==> src/rtl/mpusfr_pkg.sv <==
// Package with the register map, reset values and carrier types of the special register bank.
package mpusfr_pkg;

  localparam int SFR_COUNT = 48;

  // Entry indices of registers that have a dedicated role in the bank.
  localparam int IDX_PORT0      = 0;
  localparam int IDX_STACK      = 1;
  localparam int IDX_PTR0_LOW   = 2;
  localparam int IDX_PTR0_HIGH  = 3;
  localparam int IDX_PTR1_LOW   = 4;
  localparam int IDX_PTR1_HIGH  = 5;
  localparam int IDX_STRETCH    = 13;
  localparam int IDX_PORT1      = 14;
  localparam int IDX_PTR_SELECT = 16;
  localparam int IDX_PORT2      = 26;
  localparam int IDX_PORT3      = 32;
  localparam int IDX_PAGE_HIGH  = 40;
  localparam int IDX_POLARITY   = 42;
  localparam int IDX_STATUS     = 43;
  localparam int IDX_BAUD       = 44;
  localparam int IDX_ACCUM      = 45;
  localparam int IDX_MULTIPLY   = 47;

  // Field positions.
  localparam int STATUS_BANK_LSB  = 3;
  localparam int STATUS_PARITY    = 0;
  localparam int PTR_SELECT_BIT   = 0;
  localparam int BAUD_CTRL_BIT    = 7;
  localparam int STRETCH_WIDTH    = 3;
  localparam logic [7:0] BIT_AREA_BASE = 8'h80;

  // Entry 47 stands first in each table, entry 0 last.
  localparam logic [SFR_COUNT-1:0][7:0] SFR_ADDR = {
    8'hf0, 8'he8, 8'he0, 8'hd8, 8'hd0, 8'hc8, 8'hc0, 8'hbf,
    8'hbb, 8'hba, 8'hb9, 8'hb8, 8'hb7, 8'hb6, 8'hb2, 8'hb0,
    8'haa, 8'ha9, 8'ha8, 8'ha2, 8'ha1, 8'ha0, 8'h9f, 8'h9e,
    8'h9d, 8'h9c, 8'h9b, 8'h9a, 8'h99, 8'h98, 8'h94, 8'h92,
    8'h91, 8'h90, 8'h8e, 8'h8d, 8'h8c, 8'h8b, 8'h8a, 8'h89,
    8'h88, 8'h87, 8'h85, 8'h84, 8'h83, 8'h82, 8'h81, 8'h80};

  localparam logic [SFR_COUNT-1:0][7:0] SFR_RESET = {
    {8{8'h00}},
    8'h03, 8'h03, {5{8'h00}}, 8'hff,
    8'hd9, {4{8'h00}}, 8'hff, 8'h00, 8'h00,
    {8{8'h00}},
    8'h00, 8'hff, 8'h01, {5{8'h00}},
    {6{8'h00}}, 8'h07, 8'hff};

  // Bits that hold storage; the others read as zero, except status bit 0, which reads the accumulator parity.
  localparam logic [SFR_COUNT-1:0][7:0] SFR_MASK = {
    8'hff, 8'hff, 8'hff, 8'h80, 8'hfe, 8'hff, 8'hff, 8'hff,
    {40{8'hff}}};

  typedef logic [SFR_COUNT-1:0][7:0] mpusfr_bank_t;
  typedef logic [3:0][7:0]           mpusfr_ports_t;

  typedef struct packed {
    logic       rd;
    logic       wr;
    logic       bit_mode;
    logic [7:0] addr;
    logic [7:0] wdata;
  } mpusfr_req_s;

  typedef struct packed {
    logic       valid;
    logic       hit;
    logic       bit_data;
    logic [7:0] rdata;
  } mpusfr_rsp_s;

  typedef struct packed {
    logic       acc_we;
    logic [7:0] acc_wdata;
    logic       mul_we;
    logic [7:0] mul_wdata;
    logic       stack_push;
    logic       stack_pop;
    logic       ptr_inc;
    logic       status_we;
    logic [7:0] status_wdata;
  } mpusfr_dp_s;

endpackage

==> src/rtl/mpusfr_bank.sv <==
// Special function register bank of the microcontroller core: decode, storage and datapath roles.
//
// How it works
// - Unimplemented address reads return zero, unspecified.
// - Unimplemented address writes change nothing.
// - Bit access only on addresses ending 000.
// - Registers load listed reset values.
// - Baud control keeps only bit seven.
// - Accumulator written by datapath and address.
// - Multiply scratch shared by datapath and software.
// - Polarity register for two extra interrupts.
// - Page register gives high external address.
// - Stretch control resets to one cycle.
// - Pointer select bit picks active pointer.
// - Stack pointer pre-increments before each push.
// - Status bank bits pick working bank.
`timescale 1ns/1ps

module mpusfr_bank (
  input  wire logic                        clk_sys_in,
  input  wire logic                        rst_n_in,
  input  wire mpusfr_pkg::mpusfr_req_s     core_req_in,
  input  wire mpusfr_pkg::mpusfr_dp_s      datapath_in,
  input  wire logic [mpusfr_pkg::SFR_COUNT-1:0] periph_we_in,
  input  wire mpusfr_pkg::mpusfr_bank_t    periph_wdata_in,
  input  wire mpusfr_pkg::mpusfr_ports_t   port_pins_in,
  output mpusfr_pkg::mpusfr_rsp_s          core_rsp_out,
  output mpusfr_pkg::mpusfr_bank_t         sfr_bank_out,
  output logic [mpusfr_pkg::SFR_COUNT-1:0] sfr_wr_pulse_out,
  output logic [7:0]                       accumulator_out,
  output logic [7:0]                       multiply_scratch_out,
  output logic [7:0]                       stack_pointer_out,
  output logic [15:0]                      data_pointer_first_out,
  output logic [15:0]                      data_pointer_second_out,
  output logic [15:0]                      active_data_ptr_out,
  output logic [1:0]                       bank_select_out,
  output logic [7:0]                       movx_page_high_out,
  output logic [2:0]                       memory_stretch_out,
  output logic [7:0]                       ext_irq_polarity_out,
  output logic                             baud_rate_ctrl_out
);
  import mpusfr_pkg::*;

  mpusfr_bank_t          regs;
  mpusfr_bank_t          next_regs;
  mpusfr_bank_t          merged;
  mpusfr_bank_t          read_view;
  mpusfr_bank_t          rd_term;
  mpusfr_bank_t          hw_val;
  mpusfr_ports_t         pins_meta;
  mpusfr_ports_t         pins_sync;
  mpusfr_rsp_s           next_rsp;
  mpusfr_rsp_s           rsp;
  logic [SFR_COUNT-1:0]  hit;
  logic [SFR_COUNT-1:0]  core_we;
  logic [SFR_COUNT-1:0]  hw_we;
  logic [SFR_COUNT-1:0]  wr_pulse;
  logic [15:0]           active_ptr;
  logic [15:0]           next_active_ptr;
  logic [15:0]           ptr_plus_one;
  logic [7:0]            rd_word;
  logic [7:0]            bit_onehot;
  logic [7:0]            sel_addr;
  logic                  ptr_sel;

  // Bit addresses of the special area name their byte by the upper five bits, so only
  // bytes whose low three address bits are zero can ever be reached bit-wise.
  assign sel_addr   = core_req_in.bit_mode ? {core_req_in.addr[7:3], 3'h0}
                                           : core_req_in.addr;
  assign bit_onehot = 8'h01 << core_req_in.addr[2:0];

  // Decode, merge and next-value selection, one copy per implemented register.
  // An unmatched address sets no hit bit, so no entry is written and nothing else moves.
  for (genvar i = 0; i < SFR_COUNT; i++) begin : g_entry
    assign hit[i]     = (sel_addr == SFR_ADDR[i]);
    assign core_we[i] = core_req_in.wr & hit[i];

    // A bit write folds into the stored latch value, never into the pin level, so a
    // read-modify-write on a port keeps the other seven outputs as they were.
    assign merged[i] = core_req_in.bit_mode
                     ? ((regs[i] & ~bit_onehot) |
                        ({8{core_req_in.wdata[0]}} & bit_onehot))
                     : core_req_in.wdata;

    // The instruction datapath wins over peripheral updates, and a peripheral update
    // wins over a software write, so a hardware event in the same cycle is not lost.
    assign next_regs[i] = (hw_we[i] ? hw_val[i]
                         : periph_we_in[i] ? periph_wdata_in[i]
                         : core_we[i] ? merged[i]
                         : regs[i]) & SFR_MASK[i];

    // Port reads see the synchronised pin, which still tracks an output pin.
    if (i == IDX_PORT0) begin : g_view_p0
      assign read_view[i] = pins_sync[0];
    end else if (i == IDX_PORT1) begin : g_view_p1
      assign read_view[i] = pins_sync[1];
    end else if (i == IDX_PORT2) begin : g_view_p2
      assign read_view[i] = pins_sync[2];
    end else if (i == IDX_PORT3) begin : g_view_p3
      assign read_view[i] = pins_sync[3];
    end else if (i == IDX_STATUS) begin : g_view_status
      // Parity is never stored; it follows the accumulator's even parity at all times.
      assign read_view[i] = {regs[i][7:1], ^regs[IDX_ACCUM]};
    end else begin : g_view_plain
      assign read_view[i] = regs[i];
    end

    assign rd_term[i] = hit[i] ? read_view[i] : 8'h00;
  end

  // At most one term is non-zero; an address that matches nothing returns zero, which
  // callers must treat as an arbitrary value.
  always_comb begin
    rd_word = 8'h00;
    for (int k = 0; k < SFR_COUNT; k++) begin
      rd_word = rd_word | rd_term[k];
    end
  end

  // Datapath side: the core works on these registers without a direct-address access.
  assign ptr_sel      = regs[IDX_PTR_SELECT][PTR_SELECT_BIT];
  assign ptr_plus_one = ptr_sel ? {regs[IDX_PTR1_HIGH], regs[IDX_PTR1_LOW]} + 16'h0001
                                : {regs[IDX_PTR0_HIGH], regs[IDX_PTR0_LOW]} + 16'h0001;

  always_comb begin
    hw_we  = '0;
    hw_val = regs;
    if (datapath_in.acc_we) begin
      hw_we[IDX_ACCUM]  = 1'b1;
      hw_val[IDX_ACCUM] = datapath_in.acc_wdata;
    end
    if (datapath_in.mul_we) begin
      hw_we[IDX_MULTIPLY]  = 1'b1;
      hw_val[IDX_MULTIPLY] = datapath_in.mul_wdata;
    end
    if (datapath_in.stack_push) begin
      hw_we[IDX_STACK]  = 1'b1;
      hw_val[IDX_STACK] = regs[IDX_STACK] + 8'h01;
    end else if (datapath_in.stack_pop) begin
      hw_we[IDX_STACK]  = 1'b1;
      hw_val[IDX_STACK] = regs[IDX_STACK] - 8'h01;
    end
    if (datapath_in.status_we) begin
      hw_we[IDX_STATUS]  = 1'b1;
      hw_val[IDX_STATUS] = datapath_in.status_wdata;
    end
    // Only the selected pointer counts; the other keeps its contents.
    if (datapath_in.ptr_inc && !ptr_sel) begin
      hw_we[IDX_PTR0_LOW]   = 1'b1;
      hw_we[IDX_PTR0_HIGH]  = 1'b1;
      hw_val[IDX_PTR0_LOW]  = ptr_plus_one[7:0];
      hw_val[IDX_PTR0_HIGH] = ptr_plus_one[15:8];
    end else if (datapath_in.ptr_inc) begin
      hw_we[IDX_PTR1_LOW]   = 1'b1;
      hw_we[IDX_PTR1_HIGH]  = 1'b1;
      hw_val[IDX_PTR1_LOW]  = ptr_plus_one[7:0];
      hw_val[IDX_PTR1_HIGH] = ptr_plus_one[15:8];
    end
  end

  // The active pointer is registered from next values so it never lags a select change.
  assign next_active_ptr = next_regs[IDX_PTR_SELECT][PTR_SELECT_BIT]
                         ? {next_regs[IDX_PTR1_HIGH], next_regs[IDX_PTR1_LOW]}
                         : {next_regs[IDX_PTR0_HIGH], next_regs[IDX_PTR0_LOW]};

  assign next_rsp.valid    = core_req_in.rd;
  assign next_rsp.hit      = core_req_in.rd & (|hit);
  assign next_rsp.rdata    = core_req_in.rd ? rd_word : 8'h00;
  assign next_rsp.bit_data = core_req_in.rd & core_req_in.bit_mode
                           & rd_word[core_req_in.addr[2:0]];

  always_ff @(posedge clk_sys_in or negedge rst_n_in) begin
    if (!rst_n_in) begin
      regs <= SFR_RESET;
    end else begin
      regs <= next_regs;
    end
  end

  // Pins come from outside the clock domain and pass two flip-flops before any use.
  always_ff @(posedge clk_sys_in or negedge rst_n_in) begin
    if (!rst_n_in) begin
      pins_meta <= '0;
      pins_sync <= '0;
    end else begin
      pins_meta <= port_pins_in;
      pins_sync <= pins_meta;
    end
  end

  assign wr_pulse = core_we;

  always_ff @(posedge clk_sys_in or negedge rst_n_in) begin
    if (!rst_n_in) begin
      rsp        <= '0;
      active_ptr <= 16'h0000;
      sfr_wr_pulse_out <= '0;
    end else begin
      rsp        <= next_rsp;
      active_ptr <= next_active_ptr;
      sfr_wr_pulse_out <= wr_pulse;
    end
  end

  assign core_rsp_out            = rsp;
  assign sfr_bank_out            = regs;
  assign active_data_ptr_out     = active_ptr;
  assign accumulator_out         = regs[IDX_ACCUM];
  assign multiply_scratch_out    = regs[IDX_MULTIPLY];
  assign stack_pointer_out       = regs[IDX_STACK];
  assign data_pointer_first_out  = {regs[IDX_PTR0_HIGH], regs[IDX_PTR0_LOW]};
  assign data_pointer_second_out = {regs[IDX_PTR1_HIGH], regs[IDX_PTR1_LOW]};
  assign bank_select_out         = regs[IDX_STATUS][STATUS_BANK_LSB +: 2];
  assign movx_page_high_out      = regs[IDX_PAGE_HIGH];
  assign memory_stretch_out      = regs[IDX_STRETCH][STRETCH_WIDTH-1:0];
  assign ext_irq_polarity_out    = regs[IDX_POLARITY];
  assign baud_rate_ctrl_out      = regs[IDX_BAUD][BAUD_CTRL_BIT];

endmodule

==> config.mk <==
export PLATFORM = sky130hd
export DESIGN_NAME = mpusfr_bank
export DESIGN_NICKNAME = d
export VERILOG_FILES = /design/src/rtl/mpusfr_pkg.sv /design/src/rtl/mpusfr_bank.sv
export SDC_FILE = /design/constraint.sdc
export NUM_CORES = 1
export LEC_CHECK = 0
export ABC_AREA = 1
export BUFFER_PORTS_ARGS = -buffer_cell sky130_fd_sc_hd__buf_4
export CAP_MARGIN = 20
export CORE_AREA = 2 2 415 417
export CTS_CLUSTER_DIAMETER = 150
export DETAILED_ROUTE_END_ITERATION = 8
export DIE_AREA = 0 0 417 419
export HOLD_SLACK_MARGIN = 0.06
export PLACE_DENSITY = 0.36
export SYNTH_ARGS = -nofsm -noshare
export SYNTH_HDL_FRONTEND = slang
export SYNTH_SLANG_ARGS = --single-unit
==> constraint.sdc <==
create_clock -name clk_sys_in -period 3.3 [get_ports clk_sys_in]
set_input_delay 0.66 -clock clk_sys_in [delete_from_list [all_inputs] [get_ports clk_sys_in]]
set_output_delay 0.66 -clock clk_sys_in [all_outputs]
set_load 0.03 [all_outputs]
==> results of run 1 <==
## critical path, stage by stage
cell	delay (ps)
buf_4	160
inv_4	120
nand3_2	230
nor2_2	400
buf_4	220
nand2_1	70
buf_4	170
nor2_1	400
a21oi_1	200
nand3_1	280
nor2_1	70
nand2_1	80
nor2_1	50
buf_4	140
nand3_1	60
nand2_1	50
nor2_1	90
nor2_1	50
nor2_1	130
## cell type report
| type | count | share of cell area (%) |
|---|---|---|
| antenna | 20 | 0.1186 |
| multi-input combinational | 2775 | 30.35 |
| sequential | 515 | 30.67 |
| clock inverter | 24 | 0.6197 |
| tap | 2233 | 6.621 |
| timing repair buffer | 1302 | 23.99 |
| inverter | 273 | 2.440 |
| clock buffer | 116 | 5.177 |
## cells by family (layout without fill, tap and decap cells)
logic type,Yosys count,count (layout),synth area share [%]
buffers and inverters,534,1715,8.511
multiplexers,13,13,0.5096
adder cells (fa/ha/maj),8,8,0.3844
AO/OA/AOI/OAI,860,860,17.10
AND/OR/NAND/NOR,1869,1869,26.71
other,1,28,0.01340
flip-flops,515,515,46.24
XOR/XNOR,17,17,0.5319
## cells in the final DEF (no fill, tap or decap), types with 10 or more instances in the layout
cell           netlist  final
nor3_1              18     18
a31oi_1            170    170
nand4_1             27     27
dfrtp_1            470    470
a21oi_1            149    149
buf_4               89   1248
dlygate4sd3_1        0     32
nor4_1              10     10
dfstp_2             45     45
buf_12               0     21
nor2_1             509    496
o22ai_1             11     11
diode_2              0     20
inv_1              251    248
clkbuf_16            0     78
o21ai_1             54     53
nand2_1           1086   1085
o211ai_1            41     41
o21ai_0            387    386
nor2_2              13     21
xor2_1              13     13
clkbuf_1           129     29
nand3_1            182    182
inv_2               17     19
## final timing paths
| path | to | cells after the start | slack [ps] | from |
|---|---|---|---|---|
| worst max-delay path | core_rsp_out[8]$_DFF_PN0_ | 19 | 240 | core_req_in[16] |
| worst min-delay path | pins_meta[1]$_DFF_PN0_ | 1 | 120 | port_pins_in[1] |
| worst max register to register | active_data_ptr_out[14]$_DFF_PN0_ | 12 | 400 | sfr_bank_out[128]$_DFF_PN0_ |
| worst min register to register | pins_sync[19]$_DFF_PN0_ | 0 | 330 | pins_meta[19]$_DFF_PN0_ |
| max in group asynchronous | async pin | 4 | 1800 | rst_n_in |
| min in group asynchronous | async pin | 2 | 410 | rst_n_in |
## routing by layer
layer	part of all wire [%]	wire, um
met1	41	95770
met2	50	116600
met3	4.6	10690
met4	4.0	9241
met5	0.015	34
## through the flow
stage               instance area (um^2)  power (mW)  worst slack (ps)  hold WS (ps)
finish                             42200       23.22             244.6         119.7
detailed placement                 39380       15.04            -470.1         334.7
global route                       42180       24.11             175.3         84.45
global placement                   39380       15.04            -463.8         333.6
CTS                                42150       23.51             264.7         60.50
floorplan                          28020       11.10             931.1         331.2
## where the power goes
part / switching, mW / internal, mW
clock: 3.46 / 4.82
sequential: 1.34 / 7.03
combinational: 4.32 / 2.25
total: 9.13 / 14.1
==> results by group, run 1 <==
Timing
  • Worst Skew: 32.66 ps
  • Relative slew slack: 30.67%
  • RSZ-0062 raised after global routing: no
  • Hold Violations, Final: 0
  • Worst Max-Slew Pin Slew: 1036 ps
  • Setup_tns: 0 ps
  • Fin crit period: 3055 ps
  • Achievable Freq: 327.3 MHz
  • Max-slew violations: 0
  • Fin crit share: 92.59%
  • Number of setup violations in the final report: 0

Route
  • Iter 0 DRT Violations: roughly 2800
  • Vias/cell: 4.529
  • Router iterations before antenna repair: 7
  • DR WL/cell: 32.01 um
  • DR vias: between 30000 and 40000
  • Overall routed net length: 232300 um
  • Remaining antenna violation count: 0
  • Remaining DRCs: 0

Pwr
  • Leak pwr: 20.14 nW
  • Peak supply drop: 0.0003531 V
  • Power Dens Cells: around 550 nW/um^2

Clock network
  • Post_cts resized: 0
  • # clock sinks: 515
  • Skew-Pair Late Insertion Delay: 710 ps
  • CTS tree: done
  • # hold bufs at CTS: 32
  • Postcts setup bufs: 0
  • Reg clk slew, reported paths: ~50 ps
  • H-tree Lvls: 3
  • CTS buffer count: 75
  • Cell chosen for the clock root: clkbuf_16
  • Clock Path Buffers: 3

Synthesis
  • Seq/Total Area, Yosys: between 40 and 50%
  • Synth top area share: 42.02%
  • Ys flop type: dfrtp_1
  • Cell with the most instances after synthesis: nand2_1
  • Area leader, netlist: dfrtp_1
  • Share of flip-flops with an asynchronous set or reset: 100.0%
  • Synth cell count leaders: 1086 x nand2_1, 509 x nor2_1, 470 x dfrtp_1, 387 x o21ai_0, 251 x inv_1
  • Ys Warns: 0
  • Top cells by area, synth: dfrtp_1 42%, nand2_1 15%, o21ai_0 6.9%, nor2_1 6.8%, dfstp_2 4.2%
  • Number of flops mapped to enable cells by yosys: 0
  • Syn Inst Count: ~3800
  • Syn Area/Cell: 7.333 um^2
  • Synth Register Bits: 515
  • Netlist Area Pre-Place: 27990 um^2
  • Post-synth cell types: 55

Placed design
  • Dpl cells: 7066
  • Gpl congestion: 0.9308
  • Quantity of I/O buffers inserted on ports: 1034
  • Placed wire-length estimate: 190700 um

Floorplan
  • Row cnt: around 150
  • Core area: roughly 170000 um^2
  • Die X: around 420 um
  • Initial Utilization: 16.41%
  • DIE HEIGHT: 419 um
  • Die ar.: 174700 um^2
  • Num ports: 1052

Global route
  • Met2 GRT Util: 45.43%
  • Met3 Usage GRT: between 3 and 4%
  • Initial antenna violation count: 37
  • Largest net degree at the start of global routing: 107
  • Number of global-route vias before repair: about 33000
  • Layer with the highest usage: met2
  • GRT Resource Usage Total: 25.73%
  • GR Util met1: 31.73%
  • Global route overflow: 0
  • First-pass GRT wire length: 302200 um

Worst setup path
  • Crit. End Element: flip-flop
  • Worst endpoint required time: 3900 ps
  • Setup CP Type: input port to flip-flop
  • Crit path launch type: input port
  • Worst-path fanout max: 8
  • Worst Path Arrival: 3660 ps

Cells and area
  • Fraction of layout cells with a size suffix above 1: 30.17%
  • Syn-to-layout area delta: 50.75%
  • Fin cells: 7258
  • Filler cells: 19030
  • Final Net Count: about 5500
  • Area of the multi-input gates: 12810 um^2
  • Final Core Density: 24.74%
  • FF/Latch Area: about 13000 um^2

Run status
  • Status: finished clean

Flow run
  • Maxcap violations: 0

Hold path
  • Hold Crit Class: input port to flip-flop
Power figures use the tool's default switching activity.
==> run 2, diff against run 1 <==
ABC_AREA = unset   (was 1)
CORE_AREA = 2 2 414 416   (was 2 2 415 417)
DIE_AREA = 0 0 416 418   (was 0 0 417 419)
==> run 2 against run 1 <==
Against the previous run: clock skew fell by 3.2 ps; global-route usage rose by 0.50 points; maximum frequency fell by 2.3%; cell count fell by 6.4%; largest power group unchanged; clock power barely moved; critical path type unchanged; routed wire length rose by 1.7%; worst setup slack got worse by 71 ps; flip-flop and latch count did not move; first-iteration DRC count fell by 9.6%.
==> results by group, run 2 <==
Route
  • Vias/cell: 4.676
  • Remaining antenna violation count: 0
  • Router iterations before antenna repair: 5
  • DR vias: 31780
  • Overall routed net length: 236300 um
  • DR WL/cell: 34.77 um
  • Iter 0 DRT Violations: 2552
  • Remaining DRCs: 0

Cells and area
  • Final Net Count: 5033
  • Fraction of layout cells with a size suffix above 1: roughly 39%
  • Syn-to-layout area delta: 56.44%
  • Design Area, Final: 43690 um^2
  • Most common cell after layout, fill and taps aside: buf_4
  • Most frequent cells in the layout: 1461 x buf_4, 470 x dfrtp_1, 424 x nand2_1, 398 x a21oi_1, 378 x o21ai_0
  • Filler cells: 18450

Timing
  • Fin crit period: 3126 ps
  • Number of setup violations in the final report: 0
  • Worst Max-Slew Pin Slew: approximately 1100 ps
  • Fin crit share: 94.74%
  • Relative slew slack: 28.24%
  • Hold Violations, Final: 0
  • Max-slew violations: 0
  • RSZ-0062 raised after global routing: no
  • Worst Skew: between 20 and 30 ps
  • Achievable Freq: 319.9 MHz

Worst setup path
  • Worst Path Arrival: ~3700 ps
  • Worst-path fanout max: 10
  • Slowest stage delay, CP: a little over 800 ps
  • Crit path buffers/inverters: 4
  • CP top delay family: compound AO/OA/AOI/OAI gates
  • Crit path launch type: input port
  • Critical-path top delay cell: a2111oi_1
  • Worst endpoint required time: 3870 ps
  • CP Cell Sequence: buf_4, or3b_1, nor2_1, buf_4, buf_4, a22o_1, a2111oi_1, buf_4, nand4_1, nor3_1, a211oi_1, a211o_1
  • Setup CP Type: input port to flip-flop
  • Crit. End Element: flip-flop
  • Most used cell along the critical path: buf_4

Synthesis
  • Synth top area share: 42.12%
  • Synth cell count leaders: 470 x dfrtp_1, 424 x nand2_1, 398 x a21oi_1, 378 x nor2_1, 378 x o21ai_0
  • Number of flops mapped to enable cells by yosys: 0
  • Syn Area/Cell: 8.681 um^2
  • Post-synth cell types: 97
  • Synth Register Bits: 515
  • Cell with the most instances after synthesis: dfrtp_1
  • Netlist Area Pre-Place: around 28000 um^2
  • Ys Warns: 0
  • Share of flip-flops with an asynchronous set or reset: 100.0%
  • Area leader, netlist: dfrtp_1
  • Syn Inst Count: 3217
  • Top cells by area, synth: dfrtp_1 42%, a21oi_1 7.1%, o21ai_0 6.8%, nand2_1 5.7%, nor2_1 5.1%
  • Seq/Total Area, Yosys: 46.35%
  • Ys flop type: dfrtp_1

Pwr
  • Total power: 23.61 mW
  • Power Dens Cells: about 540 nW/um^2
  • Leak pwr: 20.19 nW
  • Peak supply drop: 0.0003634 V
  • Psw: 9.197 mW
  • Internal Power: 14.41 mW
  • Sequential share of power: 35.9%
  • Combinational share of power: 29.2%
  • Switching share of power: 38.96%
  • Clock power share: 35.0%

Clock network
  • Cell chosen for the clock root: clkbuf_16
  • Clock Path Buffers: 3
  • Postcts setup bufs: 0
  • # clock sinks: 515
  • H-tree Lvls: 3
  • Reg clk slew, reported paths: about 60 ps
  • Skew-Pair Late Insertion Delay: 700 ps
  • CTS tree: done
  • CTS buffer count: 74

Global route
  • First-pass GRT wire length: 304900 um
  • Initial antenna violation count: 52
  • Largest net degree at the start of global routing: 68
  • Number of global-route vias before repair: about 31000
  • Global route overflow: 0
  • GRT Resource Usage Total: 26.24%

Placed design
  • Instance area at placement: 40910 um^2
  • Gpl congestion: a little under 1
  • Placed wire-length estimate: 194800 um
  • Quantity of I/O buffers inserted on ports: between 1000 and 1500

Hold path
  • Hold Crit Class: input port to flip-flop

Floorplan
  • Initial Utilization: 16.51%
  • Die X: between 400 and 500 um
  • Core area: 169100 um^2
  • Row cnt: 151
  • Num ports: 1052
  • Die ar.: 173900 um^2
  • DIE HEIGHT: 418 um

Flow run
  • Maxcap violations: 0

Run status
  • Status: finished clean
## run 2: cell types whose count changed after synthesis, moves of 45 or more
cell,change
a21oi_1,+249
mux2i_1,+83
mux2_2,+47
a31oi_1,-152
nand2_1,-662
o21ai_1,-45
inv_1,-209
nor2_1,-131
nand3_1,-145
## run 2: cell families (layout without fill, tap and decap cells)
kind of cell | after synthesis | in the layout | synth area share (%)
AOI/OAI and AO/OA | 1095 | 1095 | 23.22
and+or+nand+nor | 1049 | 1049 | 16.70
DFF | 515 | 515 | 46.35
buffers and inverters | 370 | 1714 | 6.627
muxes | 146 | 146 | 5.663
xor gates and xnor gates | 32 | 32 | 1.004
adders and majority gates | 9 | 9 | 0.4212
other | 1 | 18 | 0.01343
## run 2: routing by layer
layer	vias up	track usage (%)	share of wire, %
met1	16170	32.98	42
li1	13960	-	-
met4	14	10.61	4.2
met5	-	0	0.039
met2	1333	44.63	49
met3	306	4.184	5.2
## run 2: power groups by stage
| stage | sequential (mW) | combinational, mW | clock, mW |
|---|---|---|---|
| floorplan | 8.79 | 2.33 | 0 |
| global placement | 8.58 | 6.86 | 0 |
| detailed placement | 8.58 | 6.87 | 0 |
| CTS | 8.48 | 6.93 | 8.50 |
| global route | 8.49 | 7.23 | 8.70 |
| finish | 8.46 | 6.89 | 8.25 |
## run 2: path summary, 6_finish.rpt
kind                                                           from                           endpoint  slack (ps)  cells past startpoint
worst min register to register               pins_meta[8]$_DFF_PN0_             pins_sync[8]$_DFF_PN0_         330                      0
min in group asynchronous                                  rst_n_in                          async pin         590                      2
max in group asynchronous                                  rst_n_in                          async pin        1730                      4
worst max register to register  data_pointer_first_out[0]$_DFF_PN0_  active_data_ptr_out[12]$_DFF_PN0_         450                     11
worst min-delay path                               port_pins_in[28]            pins_meta[28]$_DFF_PN0_         130                      1
worst max-delay path                                 core_req_in[8]          core_rsp_out[8]$_DFF_PN0_         170                     12
## run 2: worst reg2reg max path, stage by stage, from the launching register on
cell and delay [ps]:
dfrtp_1 540, mux2_2 220, ha_1 260, inv_1 60, a221oi_1 410, nand2b_1 190
nor3_1 220, buf_4 170, nand2_1 70, xor2_1 160, a21oi_1 100, mux2_2 310
## run 2: through the flow
step | hold WS [ps] | worst slack, ps | TNS, ps | utilization [%] | instances
6_report | 134.1 | 173.5 | 0 | 25.84 | 6796
5_1_grt | 100.6 | 180.4 | 0 | 25.83 | 6791
4_1_cts | 75.54 | 167.3 | 0 | 25.82 | 6785
3_5_place_dp | 334.7 | -566.6 | -1377 | 24.19 | 6619
3_3_place_gp | 336.8 | -664.4 | -1581 | 24.19 | 6619
2_1_floorplan | 331.2 | 68.97 | 0 | - | 3224
## run 2: timing repair
action	CTS	global route
endpoints found under the hold margin	77	0
hold buffers	32	0
setup endpoints to repair	0	1
gates resized for setup	0	1
## run 2: layout make-up
cell class | instances | area (um^2) | share of cell area [%]
clock inverter | 23 | 271.5 | 0.6215
antenna | 10 | 25.02 | 0.05728
clock buffer | 111 | 2152 | 4.926
timing repair buffer | 1532 | 12060 | 27.62
tap | 2218 | 2775 | 6.353
multi-input combinational | 2339 | 13270 | 30.39
sequential | 515 | 12940 | 29.63
inverter | 48 | 180.2 | 0.4124
